[src/hdl/ctm_pkg.sv]
// Constants, timing counts and state encoding of the transceiver mode controller
package ctm_pkg;

    // Clock and link rates
    localparam int CLK_MHZ = 250;
    localparam int BIT_RATE_KBPS = 500;
    localparam int MIN_RATE_KBPS = 40;
    // Cycles per bit at the chosen bit rate
    localparam int BIT_CYC = (CLK_MHZ * 1000) / BIT_RATE_KBPS;
    // Longest bit allowed, from the lowest legal bit rate (rounded down)
    localparam int MAX_BIT_CYC = (CLK_MHZ * 1000) / MIN_RATE_KBPS;

    // Widths and depths
    localparam int CNT_W = 16;
    localparam int BYTE_W = 8;
    localparam int IDX_W = 3;
    localparam int FIFO_DEPTH = 32;
    localparam logic [IDX_W-1:0] IDX_FIRST = 3'h0;
    localparam logic [IDX_W-1:0] IDX_LAST = 3'h7;
    localparam logic [CNT_W-1:0] CNT_ZERO = 16'h0000;
    localparam logic [CNT_W-1:0] CNT_ONE = 16'h0001;

    // Pin levels
    localparam logic PIN_RECESSIVE = 1'b1;
    localparam logic PIN_DOMINANT = 1'b0;
    localparam logic MODE_NORMAL = 1'b0;
    localparam logic MODE_STANDBY = 1'b1;

    // Controller states
    typedef enum logic [2:0] {
        CTM_ST_STANDBY = 3'b001,
        CTM_ST_IDLE = 3'b010,
        CTM_ST_SEND = 3'b100
    } ctm_state_e;

    // End of a bit period
    function automatic logic ctm_bit_end(input logic [CNT_W-1:0] cnt,
                                         input logic [CNT_W-1:0] period);
        ctm_bit_end = (cnt == (period - CNT_ONE));
    endfunction : ctm_bit_end

endpackage : ctm_pkg

[src/hdl/ctm_fifo.sv]
// Parameterised valid/ready FIFO with registered full and empty flags
`timescale 1ns/10ps
module ctm_fifo #(
    parameter int WIDTH = 8,
    parameter int DEPTH = 32
) (
    input wire logic clk_i,
    input wire logic resetn_i,
    input wire logic in_valid_i,
    input wire logic [WIDTH-1:0] in_data_i,
    output logic in_ready_o,
    output logic out_valid_o,
    output logic [WIDTH-1:0] out_data_o,
    input wire logic out_ready_i
);
    localparam int AW = $clog2(DEPTH);
    localparam logic [AW:0] CNT_FULL = (AW+1)'(DEPTH);
    localparam logic [AW:0] CNT_EMPTY = '0;
    localparam logic [AW-1:0] PTR_ONE = AW'(1);
    localparam logic [AW:0] CNT_ONE = (AW+1)'(1);

    logic [WIDTH-1:0] mem [DEPTH];
    logic [AW-1:0] wp_r, wp_nxt, rp_r, rp_nxt;
    logic [AW:0] cnt_r, cnt_nxt;
    logic full_r, full_nxt, empty_r, empty_nxt;
    logic rdy_r, rdy_nxt;
    logic push, pop;

    ////////////////////////////////////////////////////////////////////////////
    // Pointer and flag next values
    always_comb begin
        push = in_valid_i && !full_r;
        pop = out_ready_i && !empty_r;
        wp_nxt = push ? wp_r + PTR_ONE : wp_r;
        rp_nxt = pop ? rp_r + PTR_ONE : rp_r;
        cnt_nxt = cnt_r;
        if (push && !pop) begin
            cnt_nxt = cnt_r + CNT_ONE;
        end else if (pop && !push) begin
            cnt_nxt = cnt_r - CNT_ONE;
        end
        full_nxt = (cnt_nxt == CNT_FULL);
        empty_nxt = (cnt_nxt == CNT_EMPTY);
        // Ready leaves a flip-flop so the top output needs no gate
        rdy_nxt = !full_nxt;
    end

    // Flag and pointer registers
    always_ff @(posedge clk_i or negedge resetn_i) begin
        if (!resetn_i) begin
            wp_r <= '0;
            rp_r <= '0;
            cnt_r <= '0;
            full_r <= 1'b0;
            empty_r <= 1'b1;
            rdy_r <= 1'b1;
        end else begin
            wp_r <= wp_nxt;
            rp_r <= rp_nxt;
            cnt_r <= cnt_nxt;
            full_r <= full_nxt;
            empty_r <= empty_nxt;
            rdy_r <= rdy_nxt;
        end
    end

    // Storage array, written on accepted push
    always_ff @(posedge clk_i) begin
        if (push) begin
            mem[wp_r] <= in_data_i;
        end
    end

    assign in_ready_o = rdy_r;
    assign out_valid_o = !empty_r;
    assign out_data_o = mem[rp_r];

    ////////////////////////////////////////////////////////////////////////////
    // Flags agree with the word count
    property p_fifo_flags;
        @(posedge clk_i) disable iff (!resetn_i)
        (full_r == (cnt_r == CNT_FULL)) && (empty_r == (cnt_r == CNT_EMPTY))
            && (rdy_r == !full_r);
    endproperty
    a_fifo_flags: assert property (p_fifo_flags) else $error("fifo flags disagree with count");

endmodule : ctm_fifo

[src/hdl/ctm_host.sv]
// Controller that drives a CAN transceiver's transmit and mode-select pins
// Function
// Mode-select low requests Normal mode; transmit and receive are then active.
// In Normal mode the receive output follows the bus: low dominant.
// Mode-select high requests Standby, the transceiver low-power state.
// In Standby the transceiver's transmitter and normal receiver are off.
// Standby receive output only shows bus states longer than the wake filter.
// Low receive in Standby is a wake request; Standby holds until mode-select low.
// Transmit held low past the time-out disables the transmitter, bus recessive.
// Transmit returning high resets the transmit-dominant timer.
// Bit rate must be at least 40 kbit/s to avoid the transmit time-out.
// In Standby a recessive-to-dominant bus edge starts the bus-dominant timer.
// Bus dominant past its time-out in Standby forces receive output high.
// A dominant-to-recessive bus edge resets the bus-dominant timer.
// Transmit and mode-select pull up: unconnected means recessive and Standby.
// Hold transmit and mode-select high during Standby to save pull-up current.
// Main supply undervoltage forces Standby and ignores mode-select until recovery.
// I/O supply undervoltage switches the transceiver off with zero bus load; the bench model still drives split_on_o high in Normal.
// Overtemperature disables drivers until cool and transmit back recessive.
// Common-mode output is half supply in Normal, floating otherwise.
// In Standby the bus lines are biased towards ground.
// The low-power receiver runs from the I/O supply alone.
// Filter and time-out durations are independent configurable timers.
`timescale 1ns/10ps
module ctm_host #(
    parameter logic [15:0] BIT_CYC = 16'(ctm_pkg::BIT_CYC),
    parameter int MAX_BIT_CYC = ctm_pkg::MAX_BIT_CYC
) (
    input wire logic clk_i,
    input wire logic resetn_i,
    input wire logic normal_req_i,
    input wire logic [ctm_pkg::BYTE_W-1:0] tx_data_i,
    input wire logic tx_valid_i,
    output logic tx_ready_o,
    input wire logic rx_i,
    output logic tx_o,
    output logic mode_select_o,
    output logic rx_o,
    output logic wake_o,
    output logic busy_o
);
    ctm_pkg::ctm_state_e state_r, state_nxt;
    logic [ctm_pkg::CNT_W-1:0] cnt_r, cnt_nxt;
    logic [ctm_pkg::IDX_W-1:0] idx_r, idx_nxt;
    logic [ctm_pkg::BYTE_W-1:0] shift_r, shift_nxt;
    logic tx_r, tx_nxt, mode_r, mode_nxt, rx_r, rx_nxt, wake_r, wake_nxt, busy_r, busy_nxt;
    logic pop;
    logic fifo_valid;
    logic [ctm_pkg::BYTE_W-1:0] fifo_data;

    ////////////////////////////////////////////////////////////////////////////
    // Byte buffer; drains only in Normal mode, so it fills in Standby
    ctm_fifo #(
        .WIDTH(ctm_pkg::BYTE_W),
        .DEPTH(ctm_pkg::FIFO_DEPTH)
    ) u_fifo (
        .clk_i(clk_i),
        .resetn_i(resetn_i),
        .in_valid_i(tx_valid_i),
        .in_data_i(tx_data_i),
        .in_ready_o(tx_ready_o),
        .out_valid_o(fifo_valid),
        .out_data_o(fifo_data),
        .out_ready_i(pop)
    );

    ////////////////////////////////////////////////////////////////////////////
    // Mode and serializer next values
    always_comb begin
        state_nxt = state_r;
        cnt_nxt = cnt_r;
        idx_nxt = idx_r;
        shift_nxt = shift_r;
        tx_nxt = tx_r;
        pop = 1'b0;
        unique case (state_r)
            ctm_pkg::CTM_ST_STANDBY: begin
                // transmit held recessive
                tx_nxt = ctm_pkg::PIN_RECESSIVE;
                // leave Standby only on request
                if (normal_req_i) begin
                    state_nxt = ctm_pkg::CTM_ST_IDLE;
                end
            end
            ctm_pkg::CTM_ST_IDLE: begin
                tx_nxt = ctm_pkg::PIN_RECESSIVE;
                if (!normal_req_i) begin
                    state_nxt = ctm_pkg::CTM_ST_STANDBY;
                end else if (fifo_valid) begin
                    pop = 1'b1;
                    shift_nxt = fifo_data;
                    idx_nxt = ctm_pkg::IDX_FIRST;
                    cnt_nxt = ctm_pkg::CNT_ZERO;
                    tx_nxt = fifo_data[ctm_pkg::BYTE_W-1];
                    state_nxt = ctm_pkg::CTM_ST_SEND;
                end
            end
            ctm_pkg::CTM_ST_SEND: begin
                cnt_nxt = cnt_r + ctm_pkg::CNT_ONE;
                // each bit lasts BIT_CYC cycles
                if (ctm_pkg::ctm_bit_end(cnt_r, BIT_CYC)) begin
                    cnt_nxt = ctm_pkg::CNT_ZERO;
                    if (idx_r != ctm_pkg::IDX_LAST) begin
                        idx_nxt = idx_r + 3'h1;
                        shift_nxt = {shift_r[ctm_pkg::BYTE_W-2:0], 1'b0};
                        tx_nxt = shift_r[ctm_pkg::BYTE_W-2];
                    end else if (normal_req_i && fifo_valid) begin
                        pop = 1'b1;
                        shift_nxt = fifo_data;
                        idx_nxt = ctm_pkg::IDX_FIRST;
                        tx_nxt = fifo_data[ctm_pkg::BYTE_W-1];
                    end else begin
                        // return transmit high after the frame
                        tx_nxt = ctm_pkg::PIN_RECESSIVE;
                        state_nxt = ctm_pkg::CTM_ST_IDLE;
                    end
                end
            end
        endcase
        // low select outside Standby, high in Standby
        mode_nxt = (state_nxt == ctm_pkg::CTM_ST_STANDBY) ? ctm_pkg::MODE_STANDBY
                                                           : ctm_pkg::MODE_NORMAL;
        busy_nxt = (state_nxt == ctm_pkg::CTM_ST_SEND);
    end

    // Mode and serializer registers
    always_ff @(posedge clk_i or negedge resetn_i) begin
        if (!resetn_i) begin
            state_r <= ctm_pkg::CTM_ST_STANDBY;
            cnt_r <= ctm_pkg::CNT_ZERO;
            idx_r <= ctm_pkg::IDX_FIRST;
            shift_r <= '0;
            tx_r <= ctm_pkg::PIN_RECESSIVE;
            mode_r <= ctm_pkg::MODE_STANDBY;
            busy_r <= 1'b0;
        end else begin
            state_r <= state_nxt;
            cnt_r <= cnt_nxt;
            idx_r <= idx_nxt;
            shift_r <= shift_nxt;
            tx_r <= tx_nxt;
            mode_r <= mode_nxt;
            busy_r <= busy_nxt;
        end
    end

    ////////////////////////////////////////////////////////////////////////////
    // Receive sampling and wake report
    always_comb begin
        rx_nxt = rx_i;
        // low receive while in Standby flags a wake request
        wake_nxt = (state_r == ctm_pkg::CTM_ST_STANDBY) && (rx_r == ctm_pkg::PIN_DOMINANT);
    end

    // Receive registers
    always_ff @(posedge clk_i or negedge resetn_i) begin
        if (!resetn_i) begin
            rx_r <= ctm_pkg::PIN_RECESSIVE;
            wake_r <= 1'b0;
        end else begin
            rx_r <= rx_nxt;
            wake_r <= wake_nxt;
        end
    end

    assign tx_o = tx_r;
    assign mode_select_o = mode_r;
    assign rx_o = rx_r;
    assign wake_o = wake_r;
    assign busy_o = busy_r;

    ////////////////////////////////////////////////////////////////////////////
    // Helper: length of the current dominant run on transmit
    logic [31:0] dom_run_r;
    always_ff @(posedge clk_i or negedge resetn_i) begin
        if (!resetn_i) begin
            dom_run_r <= '0;
        end else begin
            dom_run_r <= (tx_r == ctm_pkg::PIN_DOMINANT) ? dom_run_r + 32'h1 : 32'h0;
        end
    end

    property p_mode_normal;
        @(posedge clk_i) disable iff (!resetn_i)
        (state_r != ctm_pkg::CTM_ST_STANDBY) |-> (mode_select_o == ctm_pkg::MODE_NORMAL);
    endproperty
    a_mode_normal: assert property (p_mode_normal) else $error("select not low outside standby");

    property p_mode_standby;
        @(posedge clk_i) disable iff (!resetn_i)
        (state_r == ctm_pkg::CTM_ST_IDLE && !normal_req_i) |=> (mode_select_o == ctm_pkg::MODE_STANDBY);
    endproperty
    a_mode_standby: assert property (p_mode_standby) else $error("standby not selected");

    property p_standby_tx;
        @(posedge clk_i) disable iff (!resetn_i)
        (mode_select_o == ctm_pkg::MODE_STANDBY) |-> (tx_o == ctm_pkg::PIN_RECESSIVE);
    endproperty
    a_standby_tx: assert property (p_standby_tx) else $error("transmit not high in standby");

    property p_wake;
        @(posedge clk_i) disable iff (!resetn_i)
        (state_r == ctm_pkg::CTM_ST_STANDBY && rx_r == ctm_pkg::PIN_DOMINANT) |=> wake_o;
    endproperty
    a_wake: assert property (p_wake) else $error("wake request not reported");

    property p_stay_standby;
        @(posedge clk_i) disable iff (!resetn_i)
        (state_r == ctm_pkg::CTM_ST_STANDBY && !normal_req_i) |=> (mode_select_o == ctm_pkg::MODE_STANDBY);
    endproperty
    a_stay_standby: assert property (p_stay_standby) else $error("standby left without request");

    property p_bit_edge;
        @(posedge clk_i) disable iff (!resetn_i)
        ($changed(tx_o) && $past(state_r) == ctm_pkg::CTM_ST_SEND)
            |-> ($past(cnt_r) == BIT_CYC - ctm_pkg::CNT_ONE);
    endproperty
    a_bit_edge: assert property (p_bit_edge) else $error("transmit changed inside a bit");

    property p_dom_run;
        @(posedge clk_i) disable iff (!resetn_i)
        dom_run_r <= ctm_pkg::BYTE_W * int'(BIT_CYC) && int'(BIT_CYC) <= MAX_BIT_CYC;
    endproperty
    a_dom_run: assert property (p_dom_run) else $error("dominant run too long");

    property p_bit_cnt;
        @(posedge clk_i) disable iff (!resetn_i)
        cnt_r < BIT_CYC;
    endproperty
    a_bit_cnt: assert property (p_bit_cnt) else $error("bit counter past period");

endmodule : ctm_host

[config.mk]
export PLATFORM = sky130hd
export DESIGN_NAME = ctm_host
export DESIGN_NICKNAME = d
export VERILOG_FILES = /design/src/hdl/ctm_pkg.sv /design/src/hdl/ctm_fifo.sv /design/src/hdl/ctm_host.sv
export SDC_FILE = /design/constraint.sdc
export NUM_CORES = 1
export LEC_CHECK = 0
export ABC_CLOCK_PERIOD_IN_PS = 3150
export BUFFER_PORTS_ARGS = -buffer_cell sky130_fd_sc_hd__buf_2
export CORE_MARGIN = 4
export CORE_UTILIZATION = 30
export DETAILED_ROUTE_END_ITERATION = 16
export GPL_TIMING_DRIVEN = 0
export SLEW_MARGIN = 20
export SYNTH_ARGS = -nofsm -noshare
export SYNTH_HDL_FRONTEND = slang
export SYNTH_SLANG_ARGS = --single-unit
[constraint.sdc]
create_clock -name clk_i -period 3.15 [get_ports clk_i]
set_clock_uncertainty 0.2 [all_clocks]
set_input_delay 0.315 -clock clk_i [delete_from_list [all_inputs] [get_ports clk_i]]
set_output_delay 0.315 -clock clk_i [all_outputs]
set_load 0.01 [all_outputs]
* After elaboration in Yosys (flattened, before gate mapping)
Memories as Yosys holds them, arrays and structs flattened. Cells that the tools add are included.
Storage, ports and cells: memories kept 1, logic and storage cells 90, output and inout bits 6, input port bits 13, register bits after elaboration 53, memory bits (writable) 256
Memory list:
- u_fifo.mem | depth 32, bits a word 8, read ports 1, clocked after Yosys merged registers in 0, write ports 1, RTL line ctm_fifo.sv:22 | logic [WIDTH-1:0] mem [DEPTH];
Operators by class: equal/unequal tests 12, reductions and logical operators 15, bitwise gates (word level) 1, mux-type cells 40, $add $sub $neg 6
Operators with widths (count):
- two-way mux 16 bit | 3
- two-way mux 7 bit | 5
- two-way mux 3 bit | 11
- one-hot mux 16 bit (2 select lines) | 1
- adder 16 x 1 -> 16 bit, second input constant | 1
- == test 16 x 9 -> 1 bit, second input constant | 1
- one-hot mux 7 bit (2 select lines) | 1
- two-way mux 1 bit | 13
- two-way mux 6 bit | 2
- adder 5 x 1 -> 5 bit, second input constant | 2
- one-hot mux 3 bit (3 select lines) | 1
- adder 6 x 1 -> 6 bit, second input constant | 1
- == test 3 x 1 -> 1 bit, second input constant | 2
- == test 3 bit, second input constant | 2
- == test 6 bit, second input constant | 1
- logical AND 1 bit | 6
- logical NOT 6 bit | 1
- != test 2 bit, second input constant | 3
- != test 3 bit, second input constant | 2
- one-hot mux 3 bit (2 select lines) | 1
- subtractor 6 x 1 -> 6 bit, second input constant | 1
- logical NOT 1 bit | 5
- AND reduction 5 bit | 1
- adder 3 x 1 -> 3 bit, second input constant | 1
- 6 further kinds | 6

* Depth between registers and ports, before layout
depth after elaboration 12, mapped depth 9, mapped depth without buffers 8

* Cells and area by module
From an unflattened synthesis, not the netlist that was laid out.
Unflattened totals: cells, all modules 798, area, all modules 13082.5 um2
By module, submodules not included:
- ctm_fifo | area an instance 11148.2 um2, cells an instance 611, instances 1, seq. area each 8165.3 um2
- ctm_host | area an instance 1934.4 um2, cells an instance 187, instances 1, seq. area each 855.8 um2

* Worst setup path after synthesis
Ideal clock, no wire load.
path type reg-to-reg, from reg u_fifo.rp_r[0], to reg shift_r[0] in the netlist's numbering, period minus slack after synthesis 2.638 ns, cell stages (with the launch flop) 7, arrival 2.317 ns, required time 2.829 ns, library setup time 0.121 ns, path buffers 2, slack 0.512 ns, cell sequence dfrtp_1 > clkbuf_1 > buf_2 > mux4_2 > mux4_2 > mux2_2 > a22o_1
Between the ends: cells in the longest elaborated chain, start to end 5, elaborated cells between the ends (all ways) 7, classes of those cells mux: 6; memory: 1
RTL lines:
- from (decl) | RTL line ctm_fifo.sv:23 | logic [AW-1:0] wp_r, wp_nxt, rp_r, rp_nxt;
- from (signal assigned) | RTL line ctm_fifo.sv:59 | rp_r <= rp_nxt;
- memory read (32 x 8 bit) (*)
- two-way mux 7 bit | RTL line ctm_host.sv:107 | end else if (normal_req_i && fifo_valid) begin
- two-way mux 7 bit | RTL line ctm_host.sv:103 | if (idx_r != ctm_pkg::IDX_LAST) begin
- two-way mux 7 bit | RTL line ctm_host.sv:101 | if (ctm_pkg::ctm_bit_end(cnt_r, BIT_CYC)) begin
- one-hot mux 7 bit (2 select lines) (*) | RTL line ctm_host.sv:76 | unique case (state_r)
- to (signal assigned) | RTL line ctm_host.sv:140 | shift_r <= shift_nxt;
- to (decl) | RTL line ctm_host.sv:45 | logic [ctm_pkg::BYTE_W-1:0] shift_r, shift_nxt;
Every way passes the cells marked *; elsewhere a longest branch is shown, timed or not. The select of a mux whose other input is x is not followed. A chain may end at the register's enable or synchronous reset.

* Final worst setup path
from reg u_fifo.rp_r[0], to reg shift_r[6] in the netlist's numbering
Same word-level chain as after synthesis.

==> qor.csv <==
metric,value,unit
run status,finished clean,
number of port buffers,18,
maximum number of pins on one net before global-route repair,54,
clock insertion delay at the later pin of the skew report,0.53,ns
Slew HR,0.432,
f_max,338,MHz
area of the multi-input gates,0.00340,mm2
internal power,8.89,mW
sequential cell area,0.00902,mm2
Flop pwr share,0.395,
number of vias per cell after detailed routing,4.91,
clock network fraction of design power,0.314,
Switching Fraction,0.306,
final worst path period need,2.96,ns
total of warnings raised by yosys,0,
Pleak,4.80,nW
Post-synth EDFFs,256,
number of register bits inferred by synthesis,309,
data required time of the worst path,3.34,ns
total clock buffers created by CTS,34,
clock tree from TritonCTS,built,
number of distinct library cells after synthesis,57,
Bufs on Longest Clock Path,3,
count of mapped cells out of synthesis,687,
chip width,213,um
total number of vias,6395,
Buf/Inv on CP,2,
max-slew violation count,0,
Tightest Pin Transition,0.849,ns
antenna violation net count after detailed routing,0,
number of rows created at floorplan,74,
finished layout cell area,0.0146,mm2
count of inserted antenna diode cells,0,
top-area cell type share of the netlist area,0.612,
category of the most critical setup path,reg -> reg,
Power Total,12.8,mW
critical path capture point type,flip-flop,
crit start category,flip-flop,
class of the tightest hold or removal check,in -> reg,
portion of the post-synthesis area used by sequential elements,0.718,
Total Routing Usage GR,0.113,
first-iteration detailed-routing DRC count,617,
DR WL/cell,19.6,um
H-tree levels,2,
most common library cell in the layout ignoring fill and taps,sky130_fd_sc_hd__edfxtp_1,
number of antenna violations at the first check in global routing,0,
detailed-router iteration count before antenna repair,5,
number of max-capacitance violations reported,0,
per-instance average area after synthesis,18.3,um2
post-DP HPWL,16600,um
layout filler cell count,3916,
DRC violation count after routing,0,
relative contribution of combinational cells to total power,0.291,
power spent charging and discharging nets,3.91,mW
leading cell types by total area after synthesis,"sky130_fd_sc_hd__edfxtp_1, sky130_fd_sc_hd__mux4_2, sky130_fd_sc_hd__dfrtp_1",
Post-Place Cell Area,0.0133,mm2
I/O pin cnt,19,
number of nets at the end of the flow,767,
Die Y,213,um
vias in the first global route,6343,
Die Outline Area,0.0452,mm2
Initial Util,0.306,
Async SR Flop Fraction,0.172,
Final Setup Violations,0,
cell-by-cell listing of the critical path,clkbuf_2 > buf_4 > mux4_2 > mux4_2 > mux2i_1 > nand2_1 > o21ai_0 > o21ai_0,
proportion of layout cells with a drive suffix above 1,0.244,
cell class contributing the biggest share of worst-path delay,multiplexers,
net count after synthesis,710,
post-CTS setup buffer count,0,
ys flop type,sky130_fd_sc_hd__edfxtp_1,
routability congestion estimate from global placement,0.820,
buffer type at the clock tree root,sky130_fd_sc_hd__clkbuf_16,
core area,0.0411,mm2
"Cell Area, Synth",0.0126,mm2
RSZ-0062 raised after global routing,false,
Slowest cell on crit path,sky130_fd_sc_hd__mux4_2,
global-route congestion overflow total,0,
"commonest cells after routing, fill and taps aside","sky130_fd_sc_hd__edfxtp_1, sky130_fd_sc_hd__mux4_2, sky130_fd_sc_hd__nor2_1",
number of clock sinks,309,
Worst Path Max Fanout,10,
final wirelength,25500,um
fraction of the cycle the final worst path needs,0.940,
Peak VDD IR,0.426,mV
cell taking the most area after synthesis,sky130_fd_sc_hd__edfxtp_1,
area growth from synthesis to layout,15.7,%
areal power density over the cells,880,mW/mm2
Clock transition at path regs,0.06,ns
final hold viol count,0,
arrival time of data at the critical path endpoint,3.15,ns
critical path's largest stage delay,0.59,ns
global-route wire length before repair,38800,um
-- per-layer routing --
| layer | vias to the layer above | track usage | part of all wire |
|---|---|---|---|
| li1 | 2860 | - | - |
| met1 | 3308 | 0.173 | 0.47 |
| met2 | 187 | 0.165 | 0.44 |
| met3 | 40 | 0.0251 | 0.072 |
| met4 | 0 | 0.0269 | 0.019 |
| met5 | - | 0 | 0 |
-- kinds of logic after synthesis --
logic type / count (synthesis) / synth area share
AOI/OAI and AO/OA: 65 / 0.0309
xor gates and xnor gates: 19 / 0.0138
adders and majority gates: 10 / 0.00995
buffers and inverters: 39 / 0.0130
DFF: 309 / 0.718
muxes: 90 / 0.151
and+or+nand+nor: 155 / 0.0641
-- state kept, by name (all words and copies together), names as in the netlist, 3 cells and up --
name and count:
idx_r 3, cnt_r 16, u_fifo.rp_r 5, u_fifo.wp_r 5, u_fifo.cnt_r 6, u_fifo.mem 256
state_r 3, shift_r 7
-- synthesized netlist by cell type (all sizes together) (3+ instances only) --
cell,instances
buf,16
or3,3
nand3,8
dfrtp,47
xor2,8
a21oi,13
and3,6
mux4,79
nand2b,7
dfstp,6
o21ai,33
xnor2,11
edfxtp,256
clkbuf,16
a21o,3
mux2i,8
mux2,3
inv,7
nor4b,3
nor2b,3
nor2,58
ha,10
nand4,8
a32o,3
nand2,38
nor4,5
nor3,3
-- cell type report --
type                       instances  share of cell area
multi-input combinational        339               0.234
timing repair buffer              21             0.00843
tap                              532              0.0457
buffer                            32              0.0116
sequential                       309               0.620
clock buffer                      41              0.0610
inverter                           7             0.00181
clock inverter                    21              0.0179
-- path summary, 6_finish.rpt --
check	start	end	slack (ns)	depth (start not counted)
min in group asynchronous	resetn_i	u_fifo.cnt_r[2]	0.19	2
max	u_fifo.rp_r[0]	shift_r[6]	0.19	8
min	tx_data_i[7]	u_fifo.mem[5][7]	0.11	1
min reg2reg	shift_r[2]	shift_r[2]	0.29	2
max in group asynchronous	resetn_i	cnt_r[5]	2.10	2
max reg2reg	u_fifo.rp_r[0]	shift_r[6]	0.19	8
-- power groups by stage --
stage,registers [mW],logic [mW],clock network (mW)
global route,5.10,4.04,4.31
floorplan,5.09,2.60,0
CTS,5.06,3.74,4.12
finish,5.06,3.72,4.02
global placement,5.13,3.66,0
detailed placement,5.14,3.70,0
-- through the flow --
step | setup TNS [ns] | utilization | hold slack (ns) | setup slack (ns) | std cells
floorplan | 0 | - | -0.181 | 0.512 | 687
global placement | -0.751 | 0.324 | 0.222 | -0.149 | 1237
detailed placement | -0.814 | 0.324 | 0.215 | -0.141 | 1237
CTS | 0 | 0.353 | 0.0938 | 0.117 | 1302
global route | 0 | 0.354 | 0.122 | 0.0239 | 1302
finish | 0 | 0.354 | 0.115 | 0.190 | 1302
-- what timing repair did --
action / 4_1_cts / 5_1_grt
setup endpoints to repair: 8 / 8
hold endpoints to repair: 51 / 0
gates resized for setup: 6 / 12
hold buffers: 3 / 0
Note: power is estimated with default switching activity, not from simulation.
